--- config.mk ---
export PLATFORM = sky130hd
export DESIGN_NAME = flash_host_ctrl
export DESIGN_NICKNAME = d
export VERILOG_FILES = /design/src/rtl/flash_host_pkg.sv /design/src/rtl/flash_sync_if.sv /design/src/rtl/flash_pin_sync.sv /design/src/rtl/flash_host_ctrl.sv
export SDC_FILE = /design/constraint.sdc
export NUM_CORES = 1
export LEC_CHECK = 0
export ABC_CLOCK_PERIOD_IN_PS = 5400
export BUFFER_PORTS_ARGS = -buffer_cell sky130_fd_sc_hd__buf_2
export CAP_MARGIN = 40
export CORE_UTILIZATION = 35
export CTS_CLUSTER_DIAMETER = 40
export DETAILED_ROUTE_END_ITERATION = 10
export SYNTH_ARGS = -nofsm -noshare
export SYNTH_HDL_FRONTEND = slang
export SYNTH_SLANG_ARGS = --single-unit
--- constraint.sdc ---
create_clock -name mclk -period 5.4 [get_ports mclk]
set_input_delay 0.54 -clock mclk [delete_from_list [all_inputs] [get_ports mclk]]
set_output_delay 0.54 -clock mclk [all_outputs]
set_load 0.03 [all_outputs]
--- src/rtl/flash_host_pkg.sv ---
package flash_host_pkg;

  // Clock and bus geometry
  localparam int CLK_PERIOD_NS = 10;  // mclk period
  localparam int ADDR_W        = 24;  // Byte address width
  localparam int DATA_W        = 16;  // Full data bus width
  localparam int BYTE_W        = 8;   // Byte lane width
  localparam int PAGE_LSB      = 4;   // Lowest address bit of the page tag
  localparam int CNT_W         = 8;   // Width of the interval counter
  localparam int SYNC_STAGES   = 2;   // Flip-flops in each pin synchroniser

  // Pin timing in ns
  localparam int T_ACC_NS  = 75;   // Initial access
  localparam int T_PAGE_NS = 25;   // In-page access
  localparam int T_WP_NS   = 60;   // Write pulse low
  localparam int T_WHGL_NS = 35;   // Write recovery before read
  localparam int T_PLPH_NS = 100;  // Reset pulse low
  localparam int T_PHRH_NS = 100;  // Reset high to busy pin settled

  // Least time in ns to whole clock cycles, never below one
  function automatic logic [CNT_W-1:0] nsToCycles(input int ns);
    int c;
    c = (ns + CLK_PERIOD_NS - 1) / CLK_PERIOD_NS;
    if (c < 1) begin
      c = 1;
    end
    return c[CNT_W-1:0];
  endfunction : nsToCycles

  // Cycle counts; reads add the synchroniser latency
  localparam logic [CNT_W-1:0] SYNC_CYC  = CNT_W'(SYNC_STAGES);
  localparam logic [CNT_W-1:0] ACC_CYC   = nsToCycles(T_ACC_NS) + SYNC_CYC;
  localparam logic [CNT_W-1:0] PAGE_CYC  = nsToCycles(T_PAGE_NS) + SYNC_CYC;
  localparam logic [CNT_W-1:0] WP_CYC    = nsToCycles(T_WP_NS);
  localparam logic [CNT_W-1:0] WHGL_CYC  = nsToCycles(T_WHGL_NS);
  localparam logic [CNT_W-1:0] PLPH_CYC  = nsToCycles(T_PLPH_NS);
  localparam logic [CNT_W-1:0] PHRH_CYC  = nsToCycles(T_PHRH_NS) + SYNC_CYC;
  localparam logic [CNT_W-1:0] CNT_LAST  = 8'h01;  // Final count of a wait

  // Data lane enables
  localparam logic [DATA_W-1:0] LANES_WORD = 16'hFFFF;
  localparam logic [DATA_W-1:0] LANES_BYTE = 16'h00FF;
  localparam logic [DATA_W-1:0] LANES_NONE = 16'h0000;
  localparam logic [BYTE_W-1:0] BYTE_ZERO  = 8'h00;

  // Controller states
  typedef enum logic [2:0] {
    ST_RST_LOW  = 3'h0,  // Reset pin held low
    ST_RST_WAIT = 3'h1,  // Waiting for busy pin release
    ST_WAKE     = 3'h2,  // Reset-to-output delay
    ST_IDLE     = 3'h3,  // Ready for a request
    ST_READ     = 3'h4,  // Output enable low, waiting for data
    ST_WR_LOW   = 3'h5,  // Write strobe low
    ST_WR_HIGH  = 3'h6   // Write recovery
  } hostState_t;

endpackage : flash_host_pkg

--- src/rtl/flash_sync_if.sv ---
`timescale 1ns/1ps
// Raw pin levels in, synchronised levels out
interface flash_sync_if;
  logic [flash_host_pkg::DATA_W-1:0] dqRaw;   // Data pins as seen
  logic                              stsRaw;  // Ready status pin as seen
  logic [flash_host_pkg::DATA_W-1:0] dqSync;  // Data after two flops
  logic                              stsSync; // Status after two flops

  modport sync (input dqRaw, stsRaw, output dqSync, stsSync);
  modport user (output dqRaw, stsRaw, input dqSync, stsSync);
endinterface : flash_sync_if

--- src/rtl/flash_pin_sync.sv ---
`timescale 1ns/1ps
module flash_pin_sync (
  input  wire logic     mclk,
  input  wire logic     rst,
  flash_sync_if.sync    pins
);

  logic [flash_host_pkg::DATA_W-1:0] dqMeta_reg;   // First stage, data
  logic [flash_host_pkg::DATA_W-1:0] dqHold_reg;   // Second stage, data
  logic                              stsMeta_reg;  // First stage, status
  logic                              stsHold_reg;  // Second stage, status

  ////////////////////////////////////////////////////////////////////////////
  // Two-flop synchronisers; first stage feeds only the second
  always_ff @(posedge mclk or posedge rst) begin
    if (rst) begin
      dqMeta_reg  <= flash_host_pkg::LANES_NONE;
      dqHold_reg  <= flash_host_pkg::LANES_NONE;
      stsMeta_reg <= 1'b0;
      stsHold_reg <= 1'b0;
    end else begin
      dqMeta_reg  <= pins.dqRaw;
      dqHold_reg  <= dqMeta_reg;
      stsMeta_reg <= pins.stsRaw;
      stsHold_reg <= stsMeta_reg;
    end
  end

  assign pins.dqSync  = dqHold_reg;
  assign pins.stsSync = stsHold_reg;

endmodule : flash_pin_sync

--- src/rtl/flash_host_ctrl.sv ---
// Overview of operation
// Wait reset delay after later of reset, ready
// Selected, output enabled, strobe high gives read data
// Never assert output enable with write strobe
// Device favours output enable on overlap
// Byte mode uses low eight lanes only
// Lockout supply level blocks alterations, not reads
// Ready pin low while algorithm runs
// Ready pin released when idle or suspended
// Select decode from three chip-select pins
// Tie selects one, two low; use zero
// Reads never change stored contents
// Read: select, output enable, no write, no reset
// Eight-word page reads are the only mode
// First page data is the starting address
// Low address bits pick word or byte
// In-page address changes use short access
// Page data readable repeatedly, any order
// Upper address change or reselect reloads page
// Issue read-array command before array page reads
// Register reads load a single word
// Page-length setting ignored for reads
// Internal sequencer runs erase and program
// Command latched on first rising strobe or select
// Deselect gives standby, data lines released
// Leaving reset restores read-array mode
// Output disable and reset float the data lines
// Write cycle: strobe low, data lines inputs
`timescale 1ns/1ps
module flash_host_ctrl #(
  parameter int RESET_TO_OUTPUT_DELAY_NS = 150  // Wake-up delay after reset
) (
  input  wire logic                                mclk,
  input  wire logic                                rst,
  // User request side
  input  wire logic                                reqValid,
  input  wire logic                                reqWrite,
  input  wire logic [flash_host_pkg::ADDR_W-1:0]   reqAddr,
  input  wire logic [flash_host_pkg::DATA_W-1:0]   reqData,
  input  wire logic                                byteMode,
  input  wire logic                                programEnable,
  output logic                                     reqReady,
  output logic                                     respValid,
  output logic [flash_host_pkg::DATA_W-1:0]        respData,
  output logic                                     deviceBusy,
  // Flash pins
  output logic [flash_host_pkg::ADDR_W-1:0]        flashAddr,
  output logic [flash_host_pkg::DATA_W-1:0]        dqOut,
  output logic [flash_host_pkg::DATA_W-1:0]        dqOe,
  input  wire logic [flash_host_pkg::DATA_W-1:0]   dqIn,
  output logic                                     chipSelectZero,
  output logic                                     chipSelectOne,
  output logic                                     chipSelectTwo,
  output logic                                     outputEnableN,
  output logic                                     writeEnableN,
  output logic                                     resetPowerdownN,
  output logic                                     wordWidthSel,
  output logic                                     programEnableSupply,
  input  wire logic                                readyStatusPin
);

  localparam int TAG_W = flash_host_pkg::ADDR_W - flash_host_pkg::PAGE_LSB;
  // Reset-to-output wait in cycles
  localparam logic [flash_host_pkg::CNT_W-1:0] PHQV_CYC =
    flash_host_pkg::nsToCycles(RESET_TO_OUTPUT_DELAY_NS);

  ////////////////////////////////////////////////////////////////////////////
  // Pin synchronisers
  flash_sync_if syncBus ();  // Raw and synchronised pin levels

  assign syncBus.dqRaw  = dqIn;
  assign syncBus.stsRaw = readyStatusPin;

  flash_pin_sync pinSync (
    .mclk (mclk),
    .rst  (rst),
    .pins (syncBus.sync)
  );

  ////////////////////////////////////////////////////////////////////////////
  // State
  flash_host_pkg::hostState_t             state_reg, state_next;  // Phase
  logic [flash_host_pkg::CNT_W-1:0]       cnt_reg, cnt_next;      // Wait
  logic [flash_host_pkg::ADDR_W-1:0]      addr_reg, addr_next;    // Address
  logic [flash_host_pkg::DATA_W-1:0]      dqOut_reg, dqOut_next;  // Data out
  logic [flash_host_pkg::DATA_W-1:0]      dqOe_reg, dqOe_next;    // Lanes
  logic                                   cs0_reg, cs0_next;      // Select
  logic                                   oeN_reg, oeN_next;      // Out en
  logic                                   weN_reg, weN_next;      // Strobe
  logic                                   rpN_reg, rpN_next;      // Reset pin
  logic                                   word_reg, word_next;    // x16
  logic                                   program_enable_supply_reg, program_enable_supply_next;    // Supply
  logic                                   rdy_reg, rdy_next;      // Ready
  logic                                   rv_reg, rv_next;        // Resp
  logic [flash_host_pkg::DATA_W-1:0]      rd_reg, rd_next;        // Resp data
  logic                                   busy_reg, busy_next;    // Busy
  logic                                   pgOk_reg, pgOk_next;    // Page ok
  logic [TAG_W-1:0]                       tag_reg, tag_next;      // Page tag
  logic                                   pageHit;                // Short read

  // Same page, still selected, same width: short access
  assign pageHit = pgOk_reg && !cs0_reg && (word_reg == !byteMode) &&
                   (reqAddr[flash_host_pkg::ADDR_W-1:flash_host_pkg::PAGE_LSB]
                    == tag_reg);

  ////////////////////////////////////////////////////////////////////////////
  // Next-state logic
  always_comb begin
    state_next = state_reg;
    cnt_next   = cnt_reg;
    addr_next  = addr_reg;
    dqOut_next = dqOut_reg;
    dqOe_next  = dqOe_reg;
    cs0_next   = cs0_reg;
    oeN_next   = oeN_reg;
    weN_next   = weN_reg;
    rpN_next   = rpN_reg;
    word_next  = word_reg;
    program_enable_supply_next  = programEnable;
    rdy_next   = rdy_reg;
    rv_next    = 1'b0;
    rd_next    = rd_reg;
    busy_next  = !syncBus.stsSync;
    pgOk_next  = pgOk_reg;
    tag_next   = tag_reg;
    case (state_reg)
      // Hold reset low for the pulse time, bus idle
      flash_host_pkg::ST_RST_LOW: begin
        cnt_next = cnt_reg - flash_host_pkg::CNT_LAST;
        if (cnt_reg == flash_host_pkg::CNT_LAST) begin
          rpN_next   = 1'b1;
          cnt_next   = flash_host_pkg::PHRH_CYC;
          state_next = flash_host_pkg::ST_RST_WAIT;
        end
      end
      // Let the ready pin settle, then wait for it high
      flash_host_pkg::ST_RST_WAIT: begin
        if (cnt_reg > flash_host_pkg::CNT_LAST) begin
          cnt_next = cnt_reg - flash_host_pkg::CNT_LAST;
        end else if (syncBus.stsSync) begin
          cnt_next   = PHQV_CYC;
          state_next = flash_host_pkg::ST_WAKE;
        end
      end
      // Delay counted from the later of the two rising edges
      flash_host_pkg::ST_WAKE: begin
        cnt_next = cnt_reg - flash_host_pkg::CNT_LAST;
        if (cnt_reg == flash_host_pkg::CNT_LAST) begin
          rdy_next   = 1'b1;
          state_next = flash_host_pkg::ST_IDLE;
        end
      end
      // Accept a request
      flash_host_pkg::ST_IDLE: begin
        if (reqValid) begin
          rdy_next  = 1'b0;
          addr_next = reqAddr;
          word_next = !byteMode;
          cs0_next  = 1'b0;
          if (reqWrite) begin
            // Output enable is already high here
            dqOut_next = reqData;
            dqOe_next  = byteMode ? flash_host_pkg::LANES_BYTE
                                  : flash_host_pkg::LANES_WORD;
            weN_next   = 1'b0;
            pgOk_next  = 1'b0;
            cnt_next   = flash_host_pkg::WP_CYC;
            state_next = flash_host_pkg::ST_WR_LOW;
          end else begin
            dqOe_next  = flash_host_pkg::LANES_NONE;
            oeN_next   = 1'b0;
            cnt_next   = pageHit ? flash_host_pkg::PAGE_CYC
                                 : flash_host_pkg::ACC_CYC;
            pgOk_next  = 1'b1;
            tag_next   =
              reqAddr[flash_host_pkg::ADDR_W-1:flash_host_pkg::PAGE_LSB];
            state_next = flash_host_pkg::ST_READ;
          end
        end
      end
      // Sample data at the end of the access time
      flash_host_pkg::ST_READ: begin
        cnt_next = cnt_reg - flash_host_pkg::CNT_LAST;
        if (cnt_reg == flash_host_pkg::CNT_LAST) begin
          rd_next    = word_reg ? syncBus.dqSync
                       : {flash_host_pkg::BYTE_ZERO,
                          syncBus.dqSync[flash_host_pkg::BYTE_W-1:0]};
          rv_next    = 1'b1;
          oeN_next   = 1'b1;  // Select stays low to keep the page
          rdy_next   = 1'b1;
          state_next = flash_host_pkg::ST_IDLE;
        end
      end
      // Strobe low for the write pulse
      flash_host_pkg::ST_WR_LOW: begin
        cnt_next = cnt_reg - flash_host_pkg::CNT_LAST;
        if (cnt_reg == flash_host_pkg::CNT_LAST) begin
          weN_next   = 1'b1;
          cnt_next   = flash_host_pkg::WHGL_CYC;
          state_next = flash_host_pkg::ST_WR_HIGH;
        end
      end
      // Hold one cycle after the strobe rises, then release and recover
      flash_host_pkg::ST_WR_HIGH: begin
        cnt_next  = cnt_reg - flash_host_pkg::CNT_LAST;
        cs0_next  = 1'b1;
        dqOe_next = flash_host_pkg::LANES_NONE;
        if (cnt_reg == flash_host_pkg::CNT_LAST) begin
          rv_next    = 1'b1;
          rdy_next   = 1'b1;
          state_next = flash_host_pkg::ST_IDLE;
        end
      end
      default: begin
        state_next = flash_host_pkg::ST_RST_LOW;
        cnt_next   = flash_host_pkg::PLPH_CYC;
        rpN_next   = 1'b0;
      end
    endcase
  end

  ////////////////////////////////////////////////////////////////////////////
  // Registers; reset holds the device in reset/power-down
  always_ff @(posedge mclk or posedge rst) begin
    if (rst) begin
      state_reg <= flash_host_pkg::ST_RST_LOW;
      cnt_reg   <= flash_host_pkg::PLPH_CYC;
      addr_reg  <= '0;
      dqOut_reg <= flash_host_pkg::LANES_NONE;
      dqOe_reg  <= flash_host_pkg::LANES_NONE;
      cs0_reg   <= 1'b1;
      oeN_reg   <= 1'b1;
      weN_reg   <= 1'b1;
      rpN_reg   <= 1'b0;
      word_reg  <= 1'b1;
      program_enable_supply_reg  <= 1'b0;
      rdy_reg   <= 1'b0;
      rv_reg    <= 1'b0;
      rd_reg    <= flash_host_pkg::LANES_NONE;
      busy_reg  <= 1'b1;
      pgOk_reg  <= 1'b0;
      tag_reg   <= '0;
    end else begin
      state_reg <= state_next;
      cnt_reg   <= cnt_next;
      addr_reg  <= addr_next;
      dqOut_reg <= dqOut_next;
      dqOe_reg  <= dqOe_next;
      cs0_reg   <= cs0_next;
      oeN_reg   <= oeN_next;
      weN_reg   <= weN_next;
      rpN_reg   <= rpN_next;
      word_reg  <= word_next;
      program_enable_supply_reg  <= program_enable_supply_next;
      rdy_reg   <= rdy_next;
      rv_reg    <= rv_next;
      rd_reg    <= rd_next;
      busy_reg  <= busy_next;
      pgOk_reg  <= pgOk_next;
      tag_reg   <= tag_next;
    end
  end

  ////////////////////////////////////////////////////////////////////////////
  // Outputs, all from flops; selects one and two tied low
  always_ff @(posedge mclk or posedge rst) begin
    if (rst) begin
      chipSelectOne <= 1'b0;
      chipSelectTwo <= 1'b0;
    end else begin
      chipSelectOne <= 1'b0;
      chipSelectTwo <= 1'b0;
    end
  end

  assign reqReady            = rdy_reg;
  assign respValid           = rv_reg;
  assign respData            = rd_reg;
  assign deviceBusy          = busy_reg;
  assign flashAddr           = addr_reg;
  assign dqOut               = dqOut_reg;
  assign dqOe                = dqOe_reg;
  assign chipSelectZero      = cs0_reg;
  assign outputEnableN       = oeN_reg;
  assign writeEnableN        = weN_reg;
  assign resetPowerdownN     = rpN_reg;
  assign wordWidthSel        = word_reg;
  assign programEnableSupply = program_enable_supply_reg;

endmodule : flash_host_ctrl

Word level (Yosys, flattened, before mapping)
Index checks and enable logic that the tools add are counted.

Register bits after elaboration: 147. Input bits: 63.

Bitwise logic cells: 2. Multiplexer cells: 35. Equal/unequal tests: 19. Reductions and logical operators: 25. $lt $le $gt $ge: 1. Add/subtract/negate cells: 1.

Operators by type and width (count): $mux 16 (4); $mux 8 (5); $pmux 8 s5 (1); $pmux 16 s2 (1); $eq 20x20->1 (1); $mux 3 (6); $pmux 3 s5 (1); $ne 2x2->1 const B (7); $mux 1 (10); $pmux 1 s2 (5); $reduce_and 2->1 (5); $eq 3x3->1 const B (3); $reduce_and 3->1 (3); $eq 8x1->1 const B (1); $gt 8x1->1 const B (1); $mux 4 (2); $reduce_and 4->1 (2); $reduce_bool 2->1 (4); $sub 8x1->8 const B (1); $eq 3x2->1 const B (2); $reduce_and 6->1 (1); $reduce_or 6->1 (1); $ne 2x1->1 const B (2); $eq 3x1->1 const B (1); other kinds (8) (13).

Logic depth before layout (Yosys ltp)
Depth in word-level cells: 8. Mapped depth: 8. Gate-level depth less buffers: 7.

Cells and area by module
Synthesis repeated with hierarchy kept, for this count alone.

Cells, all modules: 429. Area total of the unflattened synthesis: 5396.4 µm².

By module, submodules not included: flash_host_ctrl (seq. area each 2486.1 µm², instances 1, cells each 394, area an instance 4541.9 µm²); flash_pin_sync (seq. area each 850.8 µm², instances 1, cells each 35, area an instance 854.6 µm²).

Worst setup path before layout
Ideal clock, no wire load.

Path type: reg-to-reg. From: register cnt_reg[1] in the netlist's numbering. To: register cnt_reg[4] in the netlist's numbering. Setup slack: 3.437 ns. Stages on the path, launching flop included: 8. Required time: 5.271 ns. Arrival: 1.834 ns. Cells stage by stage: dfstp_2 inv_1 ha_1 clkbuf_1 o2111ai_1 o21a_2 a21boi_1 nor2_1.

Cells in the longest elaborated chain, start to end: 3. Elaborated cells between the ends (all ways): 9. Those cells by class: add/sub: 1; order compare: 1; eq/ne: 2; mux: 4; reduce/logical: 1.

Ends and longest elaborated chain: start: declaration (RTL line flash_host_ctrl.sv:83) `logic [flash_host_pkg::CNT_W-1:0] cnt_reg, cnt_next;`; start signal: assignment (RTL line flash_host_ctrl.sv:227) `cnt_reg <= flash_host_pkg::PLPH_CYC;`; start signal: assignment (RTL line flash_host_ctrl.sv:245) `cnt_reg <= cnt_next;`; $sub 8x1->8 (tied with other cells); $mux 8 (tied with other cells) (RTL line flash_host_ctrl.sv:197) `if (cnt_reg == flash_host_pkg::CNT_LAST) begin`; $pmux 8 s5 / $reduce_and 2->1 (equally long branches).

Several ways; a longest one is shown, not always the timed one. A chain may end at the register's enable or synchronous reset.

Worst setup path in the final report
From: register state_reg[0]. To: register dqOut_reg (netlist bit dqOut[13]).

Cells in the longest elaborated chain, start to end: 2.

Ends and longest elaborated chain: start: declaration (RTL line flash_host_ctrl.sv:82) `flash_host_pkg::hostState_t state_reg, state_next;`; start signal: assignment (RTL line flash_host_ctrl.sv:226) `state_reg <= flash_host_pkg::ST_RST_LOW;`; start signal: assignment (RTL line flash_host_ctrl.sv:244) `state_reg <= state_next;`; $eq 3x2->1 (RTL line flash_host_ctrl.sv:126) `case (state_reg)`; $reduce_and 3->1 (no line); end signal: assignment (RTL line flash_host_ctrl.sv:229) `dqOut_reg <= flash_host_pkg::LANES_NONE;`; end signal: assignment (RTL line flash_host_ctrl.sv:247) `dqOut_reg <= dqOut_next;`; end: declaration (RTL line flash_host_ctrl.sv:85) `logic [flash_host_pkg::DATA_W-1:0] dqOut_reg, dqOut_next;`.

No other way between the ends.

==> key figures <==
Logic synthesis
  – Netlist Area Pre-Place: 5350 µm²
  – FF+latch count, synth: around 130
  – Post-synth EDFFs: 0
  – Top FF cell, synth: dfrtp_1
  – Seq/Total Area, Yosys: 0.6237
  – Synth cell types: a little under 50
  – Yosys synthesis warning count: 0
  – Avg Inst Size Synth: around 11 µm²
  – Post-Syn Instances: approximately 470
  – Asr flop ratio synth: 1.000

Clocking
  – H-tree depth: 4
  – Clk slew on worst S/H paths: approximately 0.060 ns
  – Hold buffers post-CTS: 0
  – Setup Fix Bufs, Post-CTS: 0
  – Num CTS Buffers: 17
  – Clk sinks: about 130
  – CTS tree: yes
  – CTS Buffer Depth: 2
  – Post-CTS sizing: 0
  – Clk Latency, worst-skew pair: 0.41 ns
  – CTS root buf: clkbuf_16

Final layout
  – Nets: around 670
  – ANT cells: 0
  – Fillers: approximately 1400
  – Area of the multi-input gates: between 1500 and 2000 µm²
  – Layout overhead on the synthesized area: 26.92%
  – Max FFs per register: 24
  – Post-Layout Cell Count: roughly 800
  – Share of cells above drive strength 1: 0.3730
  – FF+latch area: ~3300 µm²

Critical path
  – Crit. End Element: flip-flop
  – R2R Path Start: state_reg[0]$_DFFE_PP0P_
  – Worst R2R End: dqOut[13]$_DFFE_PP0P_
  – Startpoint type of the worst setup path: flip-flop
  – Worst EP arrival: approximately 3.3 ns
  – Maximum fanout along the worst path: 24
  – Worst Setup Path Type: reg -> reg
  – Worst Reg-to-Reg Cells: 5
  – Crit path from: state_reg[0]$_DFFE_PP0P_
  – Flop-to-flop setup slack: 2.45 ns
  – Required time of the critical path: 5.69 ns

Timing
  – Relative slew slack: 0.4458
  – Fmax: 338.5 MHz
  – Final period util: 0.5471
  – Min Tclk post-route: just under 3 ns
  – Final setup TNS: 0 ns
  – Clk_skew: 0.007440 ns
  – Final number of setup-violating endpoints: 0
  – Worst slew pin tran: approximately 0.83 ns
  – RSZ-0062 raised after global routing: false
  – Final Max Tran Viols: 0
  – Final hold violations: 0

Outcome
  – Failing checks: design-rule violations
  – Status: finished, violations left

Global routing
  – Total track usage: 0.1550
  – First-pass GRT wire length: between 15000 and 20000 µm
  – Total grt overflow: 0
  – Initial antenna violation count: 0
  – Pin count of the biggest net entering global routing: between 60 and 70
  – Vias in the first global route: ~3700

Run
  – MaxCap Viol Count: 0

Floorplanning
  – Core area: about 15000 µm²
  – Ports: about 150
  – Die area: 15780 µm²
  – Starting density of the core: 0.3640
  – Die W: 125.6 µm
  – Die H: approximately 130 µm
  – Rows: 44

Routing
  – Drt drc: 4
  – DR WL/cell: ~14 µm
  – Number of vias per cell: about 4.6
  – Vias: ~3700
  – Total Wirelength: approximately 11000 µm
  – Antenna-violating nets left: 0
  – Drt first pass iters: 7
  – Number of DRC markers in iteration 0: roughly 170

Power and ir drop
  – Power Total: ~4 mW
  – Leakage: 3.465 nW
  – Power density over the cells: approximately 600 nW/µm²
  – Maximum VDD drop: about 410 µV

Placement
  – HPWL Detailed: 8255 µm
  – Placer Congestion: between 0.8 and 0.9
  – Buffers on Ports: 143
  – Dpl cells: 767

Min path
  – Worst hold path class: in -> async
==> how the worst max path moves through the flow <==
stage                             endpoint  slack (ns)  depth (start not counted)
floorplan           cnt_reg[0]$_DFFE_PP0P_        1.32                          1
global placement    tag_reg[4]$_DFFE_PP0P_        2.01                          3
detailed placement   dqOut[15]$_DFFE_PP0P_        2.44                          5
CTS                  dqOut[13]$_DFFE_PP0P_        2.43                          5
global route         dqOut[15]$_DFFE_PP0P_        2.17                          5
finish               dqOut[13]$_DFFE_PP0P_        2.45                          5
==> per-layer routing <==
layer / global-route usage / routed length [µm]
met5: 0 / 0
met4: 0.07245 / 230
met3: 0.03866 / 504
met1: 0.1835 / 4675
met2: 0.2650 / 6018
==> kinds of logic after synthesis <==
family / share of synthesized area
buf+inv: 0.04397
flops: 0.6237
simple gates: 0.1480
other cells: 0.0007009
xor+xnor: 0.04420
fa+ha+maj: 0.004677
mux: 0.07764
compound gates: 0.05707
==> critical path, cell delays in order, from the launching register on <==
cell and delay, ns:
dfrtp_1 0.78, nand2_1 0.28, nor2_2 0.55, buf_8 0.23, nand2_1 0.50, mux2_2 0.48
==> power by group <==
part	total (mW)	internal, mW	switching (mW)	leakage (nW)
Clock	1.16	0.747	0.412	0.299
Sequential	1.56	1.31	0.253	1.67
Combinational	1.34	0.489	0.853	1.50
==> synth_stat cells (2+ instances only) <==
cell type,n,area [µm²]
clkbuf_1,12,45.04
nand3_1,10,50.05
o22a_1,2,17.52
buf_4,16,120.1
and3_1,2,12.51
nor2_1,15,56.30
inv_1,8,30.03
or3_1,2,12.51
o2111ai_1,6,52.55
nand4_1,5,31.28
nand2_1,128,480.5
xnor2_1,20,175.2
a21boi_0,2,15.01
mux2_2,36,405.4
ha_1,2,25.02
nor3b_1,2,15.01
a31oi_1,2,12.51
a21oi_1,10,50.05
nor3_1,5,25.02
buf_2,5,25.02
o21ai_0,14,70.07
xor2_1,7,61.31
dfrtp_1,126,3153
dfstp_2,7,183.9
==> per-stage QoR <==
step | worst slack, ns | area (µm²) | hold WS [ns] | util
final | 2.446 | 6790 | 0.1734 | 0.4620
after global routing | 2.171 | 6790 | 0.2155 | 0.4620
after CTS | 2.428 | 6790 | 0.1797 | 0.4620
after detailed placement | 2.442 | 6185 | 0.3356 | 0.4208
after global placement | 2.014 | 6112 | 0.3316 | 0.4158
after floorplan | 1.317 | 5354 | 0.3312 | -
==> final cells by class <==
| type | instances | area share |
|---|---|---|
| sequential | 133 | 0.4914 |
| multi-input combinational | 294 | 0.2631 |
| timing repair buffer | 148 | 0.1172 |
| clock buffer | 19 | 0.06670 |
| tap | 184 | 0.03390 |
| clock inverter | 12 | 0.02248 |
| inverter | 8 | 0.005159 |
==> placed cells by master (no fill, tap or decap), types with 3 or more instances in the layout <==
master,n
dfrtp_1,126
buf_2,143
inv_1,7
clkbuf_16,17
nand2_1,128
a21oi_1,10
nor3_1,5
xor2_1,7
mux2_2,36
clkinv_2,4
o2111ai_1,6
xnor2_1,20
nand4_1,5
o21ai_0,14
nand3_1,10
nor2_1,13
buf_8,3
clkinv_4,3
bufinv_16,3
dfstp_2,7
(Power assumes the default switching activity.)
